**src/irq_thr_pkg.sv**
```systemverilog
// constants, register map and types of the interrupt and threshold unit
package irq_thr_pkg;

    // bus geometry
    localparam int ADDR_W = 8;
    localparam int DATA_W = 32;
    localparam int REG_W = 8;
    localparam int IDX_W = 6;
    localparam int ADDR_LSB = 2;

    // register indices, byte address is four times the index
    localparam logic [IDX_W-1:0] IDX_CTRL = 6'h02;
    localparam logic [IDX_W-1:0] IDX_MASK = 6'h03;
    localparam logic [IDX_W-1:0] IDX_FLAGS = 6'h04;
    localparam logic [IDX_W-1:0] IDX_VOLTAGE = 6'h1D;
    localparam logic [IDX_W-1:0] IDX_THR_LEVEL = 6'h2B;
    localparam logic [IDX_W-1:0] IDX_THR_CTRL = 6'h2C;
    localparam logic [IDX_W-1:0] IDX_STATUS = 6'h2D;
    localparam logic [IDX_W-1:0] IDX_CURRENT = 6'h2E;

    // control register fields
    localparam int CTRL_IRQ_EN_BIT = 7;
    localparam int CTRL_IRQ_POL_BIT = 6;
    localparam logic [REG_W-1:0] CTRL_WMASK = 8'hC0;

    // threshold control fields
    localparam int THR_DIR_BIT = 0;
    localparam int THR_MASK_BIT = 1;
    localparam int THR_SRC_BIT = 2;
    localparam int THR_FLAG_BIT = 3;
    localparam logic [REG_W-1:0] THR_CTRL_WMASK = 8'h07;

    // status fields
    localparam int STAT_PEND_BIT = 0;
    localparam int STAT_PIN_BIT = 1;
    localparam int STAT_CAP_BIT = 2;
    localparam int STAT_ABOVE_BIT = 3;

    // flag bit fed by the line polarity detector, sign bit of the reading
    localparam int POL_FLAG_BIT = 0;
    localparam int LV_SIGN_BIT = 7;

    // reset values
    localparam logic [REG_W-1:0] CTRL_RESET = 8'h00;
    localparam logic [REG_W-1:0] MASK_RESET = 8'h00;
    localparam logic [REG_W-1:0] FLAGS_RESET = 8'h00;
    localparam logic [REG_W-1:0] THR_LEVEL_RESET = 8'h00;
    localparam logic [REG_W-1:0] THR_CTRL_RESET = 8'h00;

    // bus responses
    localparam logic [1:0] RESP_OKAY = 2'h0;
    localparam logic [1:0] RESP_SLVERR = 2'h2;

    // write channel states
    typedef enum logic [0:0] {
        WR_COLLECT = 1'b0,
        WR_RESP = 1'b1
    } wr_state_t;

endpackage : irq_thr_pkg

```
**src/irq_thr_unit.sv**
```systemverilog
// interrupt collector, threshold comparator and shared pin driver
//
// Behaviour
// - with interrupt enable set, shared pin carries the request, not the monitor
// - request is active low after reset, active high when polarity bit is one
// - in interrupt mode the pin is open drain, driving only the active level
// - eight source mask bits plus a threshold mask; only masked-in sources assert
// - lowest mask and threshold compare act only with a capable line side
// - request stays active until every pending enabled flag is cleared
// - every event flag, threshold flag too, latches until serviced
// - threshold fires on crossing the 8-bit level; select picks voltage or current
// - direction bit picks rising above or falling below the level
// - comparison uses the magnitude only, sign of voltage ignored
// - voltage reading is 8-bit two's complement, top bit is polarity
// - a sticky flag clears only when software writes zero to it
// - fine current reading counts 1.1 mA per code, valid when off hook
`timescale 1ns/10ps

module irq_thr_unit
    import irq_thr_pkg::*;
(
    input wire logic core_clk,
    input wire logic resetn,
    // register bus, axi4-lite slave
    input wire logic awvalid,
    output logic awready,
    input wire logic [ADDR_W-1:0] awaddr,
    input wire logic wvalid,
    output logic wready,
    input wire logic [DATA_W-1:0] wdata,
    input wire logic [DATA_W/8-1:0] wstrb,
    output logic bvalid,
    input wire logic bready,
    output logic [1:0] bresp,
    input wire logic arvalid,
    output logic arready,
    input wire logic [ADDR_W-1:0] araddr,
    output logic rvalid,
    input wire logic rready,
    output logic [DATA_W-1:0] rdata,
    output logic [1:0] rresp,
    // device side event sources and readings
    input wire logic [7:1] source_events,
    input wire logic [REG_W-1:0] line_voltage_reading,
    input wire logic [REG_W-1:0] fine_loop_current_reading,
    input wire logic off_hook,
    input wire logic monitor_pwm,
    input wire logic line_side_capable,
    // shared monitor or interrupt pin
    input wire logic monitor_or_irq_pin_i,
    output logic monitor_or_irq_pin_o,
    output logic monitor_or_irq_pin_oe
);

    // all state of the unit
    typedef struct packed {
        wr_state_t wr_state;
        logic aw_held;
        logic w_held;
        logic [IDX_W-1:0] wr_idx;
        logic [REG_W-1:0] wr_data;
        logic wr_lane0;
        logic [1:0] bresp;
        logic rvalid;
        logic [DATA_W-1:0] rdata;
        logic [1:0] rresp;
        logic [REG_W-1:0] ctrl;
        logic [REG_W-1:0] mask;
        logic [REG_W-1:0] flags;
        logic [REG_W-1:0] thr_level;
        logic [REG_W-1:0] thr_ctrl;
        logic cap_meta;
        logic cap_sync;
        logic pin_meta;
        logic pin_sync;
        logic sign_prev;
        logic sign_seen;
        logic above_prev;
        logic above_valid;
        logic pin_o;
        logic pin_oe;
    } st_t;

    localparam st_t ST_RESET = '{
        wr_state: WR_COLLECT,
        ctrl: CTRL_RESET,
        mask: MASK_RESET,
        flags: FLAGS_RESET,
        thr_level: THR_LEVEL_RESET,
        thr_ctrl: THR_CTRL_RESET,
        default: '0
    };

    st_t st_q;
    st_t st_d;

    logic capable;
    logic wr_fire;
    logic wr_flags;
    logic wr_thr_ctrl;
    logic [REG_W-1:0] volt_mag;
    logic [REG_W-1:0] sel_mag;
    logic cmp_valid;
    logic above_now;
    logic thr_cross;
    logic pol_change;
    logic [REG_W-1:0] src_set;
    logic [REG_W-1:0] flag_clr;
    logic [REG_W-1:0] flags_next;
    logic [REG_W-1:0] mask_eff;
    logic thr_flag_next;
    logic pending;
    logic [IDX_W-1:0] rd_idx;
    logic [REG_W-1:0] rd_val;
    logic rd_hit;

    // capable strap after its synchroniser
    assign capable = st_q.cap_sync;

    // bus handshakes, one write and one read at a time
    assign awready = (st_q.wr_state == WR_COLLECT) && !st_q.aw_held;
    assign wready = (st_q.wr_state == WR_COLLECT) && !st_q.w_held;
    assign bvalid = (st_q.wr_state == WR_RESP);
    assign bresp = st_q.bresp;
    assign arready = !st_q.rvalid;
    assign rvalid = st_q.rvalid;
    assign rdata = st_q.rdata;
    assign rresp = st_q.rresp;

    // write is carried out once address and data are both held
    assign wr_fire = st_q.aw_held && st_q.w_held
        && (st_q.wr_state == WR_COLLECT);
    assign wr_flags = wr_fire && st_q.wr_lane0
        && (st_q.wr_idx == IDX_FLAGS);
    assign wr_thr_ctrl = wr_fire && st_q.wr_lane0
        && (st_q.wr_idx == IDX_THR_CTRL);

    // magnitude of the signed voltage, sign dropped
    assign volt_mag = line_voltage_reading[LV_SIGN_BIT]
        ? (~line_voltage_reading + 8'h01)
        : line_voltage_reading;

    // source select, current only counts while off hook
    assign sel_mag = st_q.thr_ctrl[THR_SRC_BIT]
        ? fine_loop_current_reading : volt_mag;
    assign cmp_valid = capable
        && (!st_q.thr_ctrl[THR_SRC_BIT] || off_hook);
    assign above_now = sel_mag > st_q.thr_level;

    // crossing in the chosen direction against the kept result
    assign thr_cross = cmp_valid && st_q.above_valid
        && (st_q.thr_ctrl[THR_DIR_BIT]
            ? (above_now && !st_q.above_prev)
            : (!above_now && st_q.above_prev));

    // line polarity change from the sign of the voltage reading
    assign pol_change = capable && st_q.sign_seen
        && (line_voltage_reading[LV_SIGN_BIT] != st_q.sign_prev);

    // set sources: bit 0 is the polarity detector
    assign src_set = {source_events, pol_change};

    // a written zero clears, a written one leaves the flag alone
    assign flag_clr = wr_flags ? ~st_q.wr_data : 8'h00;

    // per flag: set wins over a clear in the same cycle
    genvar gi;
    generate
        for (gi = 0; gi < REG_W; gi++) begin : g_flag
            assign flags_next[gi] = src_set[gi]
                || (st_q.flags[gi] && !flag_clr[gi]);
        end
    endgenerate

    // threshold flag is sticky as well, cleared by a written zero
    assign thr_flag_next = thr_cross
        || (st_q.thr_ctrl[THR_FLAG_BIT]
            && !(wr_thr_ctrl && !st_q.wr_data[THR_FLAG_BIT]));

    // lowest mask only counts with a capable line side
    assign mask_eff = {st_q.mask[7:1], st_q.mask[0] && capable};

    // request stays up while any enabled flag is pending
    assign pending = (|(st_q.flags & mask_eff))
        || (st_q.thr_ctrl[THR_FLAG_BIT] && st_q.thr_ctrl[THR_MASK_BIT]
            && capable);

    // read decode, flags readable for polling without side effect
    assign rd_idx = araddr[ADDR_LSB+IDX_W-1:ADDR_LSB];

    always_comb begin : read_mux
        rd_val = 8'h00;
        rd_hit = 1'b1;
        case (rd_idx)
            IDX_CTRL: begin
                rd_val = st_q.ctrl;
            end
            IDX_MASK: begin
                rd_val = st_q.mask;
            end
            IDX_FLAGS: begin
                rd_val = st_q.flags;
            end
            IDX_VOLTAGE: begin
                rd_val = line_voltage_reading;
            end
            IDX_THR_LEVEL: begin
                rd_val = st_q.thr_level;
            end
            IDX_THR_CTRL: begin
                rd_val = st_q.thr_ctrl;
            end
            IDX_STATUS: begin
                rd_val[STAT_PEND_BIT] = pending;
                rd_val[STAT_PIN_BIT] = st_q.pin_sync;
                rd_val[STAT_CAP_BIT] = capable;
                rd_val[STAT_ABOVE_BIT] = st_q.above_prev;
            end
            IDX_CURRENT: begin
                rd_val = fine_loop_current_reading;
            end
            default: begin
                rd_hit = 1'b0;
            end
        endcase
    end

    // next state of the whole unit
    always_comb begin : next_state
        st_d = st_q;

        // two flip-flop synchronisers for the strap and the pin level
        st_d.cap_meta = line_side_capable;
        st_d.cap_sync = st_q.cap_meta;
        st_d.pin_meta = monitor_or_irq_pin_i;
        st_d.pin_sync = st_q.pin_meta;

        // write address and data taken in either order
        if (awvalid && awready) begin
            st_d.aw_held = 1'b1;
            st_d.wr_idx = awaddr[ADDR_LSB+IDX_W-1:ADDR_LSB];
        end
        if (wvalid && wready) begin
            st_d.w_held = 1'b1;
            st_d.wr_data = wdata[REG_W-1:0];
            st_d.wr_lane0 = wstrb[0];
        end

        // write channel state machine
        case (st_q.wr_state)
            WR_COLLECT: begin
                if (wr_fire) begin
                    st_d.wr_state = WR_RESP;
                    st_d.bresp = RESP_OKAY;
                    case (st_q.wr_idx)
                        IDX_CTRL, IDX_MASK, IDX_FLAGS, IDX_THR_LEVEL,
                        IDX_THR_CTRL, IDX_VOLTAGE, IDX_STATUS,
                        IDX_CURRENT: begin
                            st_d.bresp = RESP_OKAY;
                        end
                        default: begin
                            st_d.bresp = RESP_SLVERR;
                        end
                    endcase
                end
            end
            WR_RESP: begin
                if (bready) begin
                    st_d.wr_state = WR_COLLECT;
                    st_d.aw_held = 1'b0;
                    st_d.w_held = 1'b0;
                end
            end
            default: begin
                st_d.wr_state = WR_COLLECT;
                st_d.aw_held = 1'b0;
                st_d.w_held = 1'b0;
            end
        endcase

        // plain control registers, lane 0 carries the byte
        if (wr_fire && st_q.wr_lane0) begin
            case (st_q.wr_idx)
                IDX_CTRL: begin
                    st_d.ctrl = st_q.wr_data & CTRL_WMASK;
                end
                IDX_MASK: begin
                    st_d.mask = st_q.wr_data;
                end
                IDX_THR_LEVEL: begin
                    st_d.thr_level = st_q.wr_data;
                end
                IDX_THR_CTRL: begin
                    st_d.thr_ctrl = st_q.wr_data & THR_CTRL_WMASK;
                end
                default: begin
                    st_d.ctrl = st_q.ctrl;
                end
            endcase
        end

        // sticky flags, merged after the control write
        st_d.flags = flags_next;
        st_d.thr_ctrl[THR_FLAG_BIT] = thr_flag_next;

        // read channel, data captured when the address is taken
        if (arvalid && arready) begin
            st_d.rvalid = 1'b1;
            st_d.rdata = {24'h000000, rd_val};
            st_d.rresp = rd_hit ? RESP_OKAY : RESP_SLVERR;
        end else if (st_q.rvalid && rready) begin
            st_d.rvalid = 1'b0;
        end

        // sign tracker, idle without a capable line side
        if (capable) begin
            st_d.sign_prev = line_voltage_reading[LV_SIGN_BIT];
            st_d.sign_seen = 1'b1;
        end else begin
            st_d.sign_seen = 1'b0;
        end

        // keep last compare result, rearm on invalid or reprogram
        if (cmp_valid && !wr_thr_ctrl) begin
            st_d.above_prev = above_now;
            st_d.above_valid = 1'b1;
        end else begin
            st_d.above_valid = 1'b0;
        end

        // shared pin: monitor or open-drain request
        if (st_q.ctrl[CTRL_IRQ_EN_BIT]) begin
            st_d.pin_o = st_q.ctrl[CTRL_IRQ_POL_BIT];
            st_d.pin_oe = pending;
        end else begin
            st_d.pin_o = monitor_pwm;
            st_d.pin_oe = 1'b1;
        end
    end

    // state register, synchronous active low reset
    always_ff @(posedge core_clk) begin : state_regs
        if (!resetn) begin
            st_q <= ST_RESET;
        end else begin
            st_q <= st_d;
        end
    end

    // pin drivers straight from flip-flops
    assign monitor_or_irq_pin_o = st_q.pin_o;
    assign monitor_or_irq_pin_oe = st_q.pin_oe;

endmodule : irq_thr_unit

```
**config.mk**
```make
export PLATFORM = sky130hd
export DESIGN_NAME = irq_thr_unit
export DESIGN_NICKNAME = d
export VERILOG_FILES = /design/src/irq_thr_pkg.sv /design/src/irq_thr_unit.sv
export SDC_FILE = /design/constraint.sdc
export NUM_CORES = 1
export LEC_CHECK = 0
export BUFFER_PORTS_ARGS = -buffer_cell sky130_fd_sc_hd__buf_4
export CAP_MARGIN = 25
export CORE_MARGIN = 5
export CORE_UTILIZATION = 30
export CTS_BUF_LIST = sky130_fd_sc_hd__clkbuf_16
export CTS_CLUSTER_DIAMETER = 200
export CTS_CLUSTER_SIZE = 40
export DETAILED_ROUTE_END_ITERATION = 16
export PLACE_DENSITY = 0.58
export SKIP_LAST_GASP = 1
export SYNTH_ARGS = -nofsm -noshare
export SYNTH_HDL_FRONTEND = slang
export SYNTH_SLANG_ARGS = --single-unit
export TNS_END_PERCENT = 30
```
**constraint.sdc**
```tcl
create_clock -name core_clk -period 4.1 [get_ports core_clk]
set_input_delay 0.82 -clock core_clk [delete_from_list [all_inputs] [get_ports core_clk]]
set_output_delay 0.82 -clock core_clk [all_outputs]
set_load 0.05 [all_outputs]
```
==> flow_metrics.tcl <==
set metrics [dict create \
    outcome "finished clean" \
    cts_tree "built" \
    place.detailed.hpwl_um 8380 \
    critical_path.n_buffers_inverters 1 \
    whs_path_depth 1 \
    synth.avg_cell_area_sq_um 8.93 \
    synth_area_sq_um 4040 \
    pin_count 129 \
    vdd_drop_max_mv 0.212 \
    place.port_buffers 71 \
    grt_pass1_vias 3313 \
    async_reset_ff_frac 0 \
    ys_seq_area_frac 0.342 \
    min_cycle_time_layout_ns 2.77 \
    cap_violations 0 \
    tightest_slew_ns 0.637 \
    route.detailed.wl_per_inst_um 16.0 \
    floorplan.initialDensity 0.305 \
    worstPathRequired_ns 4.33 \
    worstPathCellList "buf_4, nor4_1, nand2_1, nand2_1, xor2_1, o21ai_0, ha_1, nand2_1, o21ai_0, a21oi_1, o31ai_1" \
    synth_edf_count 0 \
    fp.dieW_um 126 \
    netlist_instances 452 \
    grt_antenna_before_repair 0 \
    cpMostUsedCell "nand2_1" \
    timing.critical_path.max_delay_family "compound AO/OA/AOI/OAI gates" \
    totalNegativeSetupSlack_ns 0 \
    postRouteAntennaNets 0 \
    clk_skew_ns 0.00724 \
    setup_viol_count_final 0 \
    num-fill-cells 1393 \
    cpMaxStageDelayCell "nor4_1" \
    critical_path.max_fanout 4 \
    postCtsSetupBuffers 0 \
    final_min_period_over_clock_period 0.675 \
    cts-root-to-sink-buffers 2 \
    power.leakage_nw 2.01 \
    overflow 0 \
    placed_cell_area_sq_um 4470 \
    timing.critical_path.depth 11 \
    cts_num_sinks 69 \
    multi_input_area_sq_um 2270 \
    worstSkewPairLatency_ns 0.33 \
    yosys.cell_count.top_type "dfxtp_1" \
    start_kind "input port" \
    ctsResizeCount 0 \
    grt_start_max_net_pins 72 \
    register_area_sq_um 1380 \
    average_vias_per_placed_instance 4.90 \
    num_antenna_cells 0 \
    chipHeight_um 126 \
    synth_largest_area_cell "dfxtp_1" \
    post_synth_main_area_contributors "dfxtp_1 (34%), mux2i_1 (8.7%), buf_4 (6.9%), nor2b_1 (5.7%), nand2_1 (4.6%)" \
    groute.usage.overall 0.136 \
    synth-seq-cells 69 \
    pwr_density_cell_nw_per_um2 359 \
    report.final.hold_viol_count 0 \
    timing.final.max_slew_violations 0 \
    synth_cell_types 69 \
    drtIter0Drc 183 \
    post-route-cell-area_sq_um 4730 \
    maxClockFrequency_ghz 0.361 \
    dr_total_vias 3341 \
    layout-drive-gt1-share 0.202 \
    path_clk_slew_ns 0.06 \
    maxSlewHeadroom 0.573 \
    grt_pass1_wl_um 17500 \
    final_net_count 597 \
    critPathKind "input port to register" \
    arr_time_crit_path_ns 3.00 \
    area_growth_syn_to_layout_pct 17.2 \
    hold_buf_count_cts 0 \
    drt_pass1_iterations 6 \
    hold_path_class "register to register" \
    cts-buffers-inserted 9 \
    synth_top_area_frac 0.342 \
    gp_routability_congestion 0.850 \
    number_of_rows_created_at_floorplan 42 \
    wirelength_um 10900 \
    floorplan.core_area_sq_um 13200 \
    yosys_warnings 0 \
    postSynth.topFlopCell "dfxtp_1" \
    cp-end-kind "register" \
    crit_path_max_incr_delay_ns 0.46 \
    die-area_sq_um 15900 \
    clockRootBuffer "clkbuf_16" \
    post_synth_most_frequent_cells "dfxtp_1 (69), nand2_1 (49), buf_4 (37), nor2b_1 (37), mux2i_1 (35)" \
    worstRegToRegCells 7 \
    detail_route.drc_violations 0 \
    rsz0062_at_grt "false" \
    depth_of_the_cts_h_tree 3 \
]
[path summary, 6_finish.rpt]
check	end	from	slack, ns
hold reg to reg	capable	st_d[8]	0.43
hold / removal	capable	st_d[8]	0.43
setup reg to reg	st_q[13]	st_q[12]	1.88
setup / recovery	st_q[3]	line_voltage_reading[4]	1.33
[worst reg2reg max path, cell delays in order, from the launching register on]
cell      delay, ns
dfxtp_1        0.71
o21ai_0        0.22
ha_1           0.32
nor2b_1        0.13
o211ai_1       0.19
nand2_1        0.10
a2111o_1       0.41
nand3_1        0.09
[stage by stage]
| stage | hold WS [ns] | worst slack (ns) | cells | total power [mW] | util |
|---|---|---|---|---|---|
| after detailed placement | 0.421 | 1.01 | 667 | 1.03 | 0.338 |
| after global placement | 0.422 | 1.08 | 667 | 1.03 | 0.338 |
| after global routing | 0.456 | 1.13 | 682 | 1.78 | 0.357 |
| after CTS | 0.435 | 1.34 | 682 | 1.72 | 0.357 |
| final | 0.431 | 1.33 | 682 | 1.70 | 0.357 |
| after floorplan | 0.412 | 1.50 | 477 | 0.964 | - |
[per-layer routing]
metal,GRT usage,vias to the layer above,routed length [um]
met2,0.215,130,5010
met3,0.0385,10,841
li1,-,1636,-
met4,0.0397,0,145
met5,0,-,0
met1,0.181,1565,4910
[logic make-up (layout without fill, tap and decap cells)]
| family | Yosys count | after routing | synth area share |
|---|---|---|---|
| other cells | 1 | 26 | 0.000929 |
| compound gates | 103 | 103 | 0.187 |
| xor+xnor | 7 | 7 | 0.0152 |
| simple gates | 154 | 154 | 0.222 |
| buf+inv | 74 | 103 | 0.119 |
| mux | 35 | 35 | 0.0868 |
| fa+ha+maj | 9 | 9 | 0.0279 |
| flops | 69 | 69 | 0.342 |
[power breakdown]
| part | total [mW] | switching, mW | internal [mW] |
|---|---|---|---|
| logic | 0.293 | 0.187 | 0.106 |
| registers | 0.725 | 0.0269 | 0.698 |
| clock network | 0.679 | 0.279 | 0.400 |
[layout make-up]
| cell class | count | share of cell area |
|---|---|---|
| tap | 176 | 0.0465 |
| inverter | 16 | 0.0127 |
| multi-input combinational | 334 | 0.480 |
| timing repair buffer | 72 | 0.114 |
| sequential | 69 | 0.292 |
| clock buffer | 9 | 0.0476 |
| clock inverter | 6 | 0.00714 |
[layout by cell type (no fill, tap or decap), types with 2 or more instances in the layout]
master and instances:
clkbuf_16 9, o21ai_0 17, o22ai_1 3, o2111ai_1 2, nor3b_1 2, nand3_1 10
nand2_1 49, a21oi_1 12, dfxtp_1 69, a22o_2 6, nor2b_1 37, o31ai_1 6
o2bb2ai_1 3, nand3b_1 4, and4_1 3, nand3_2 2, nand2b_1 2, xor2_1 6
a221oi_1 2, a21boi_0 11, a41oi_1 3, a22oi_1 6, ha_1 9, a31oi_1 2
inv_1 18, a222oi_1 5, and3b_1 2, clkinv_2 2, conb_1 26, and3_1 4
nor2_1 9, and2_1 10, mux2i_1 35, nor3_1 3, o21a_1 15, buf_4 72
[registers in the layout, indices dropped and copies added, names as in the netlist]
signal                 cells
st_q                      45
rdata                      8
mask_eff                   7
st_d                       2
bresp                      1
bvalid                     1
capable                    1
monitor_or_irq_pin_o       1
monitor_or_irq_pin_oe      1
rresp                      1
rvalid                     1
Note: power is estimated with default switching activity, not from simulation.
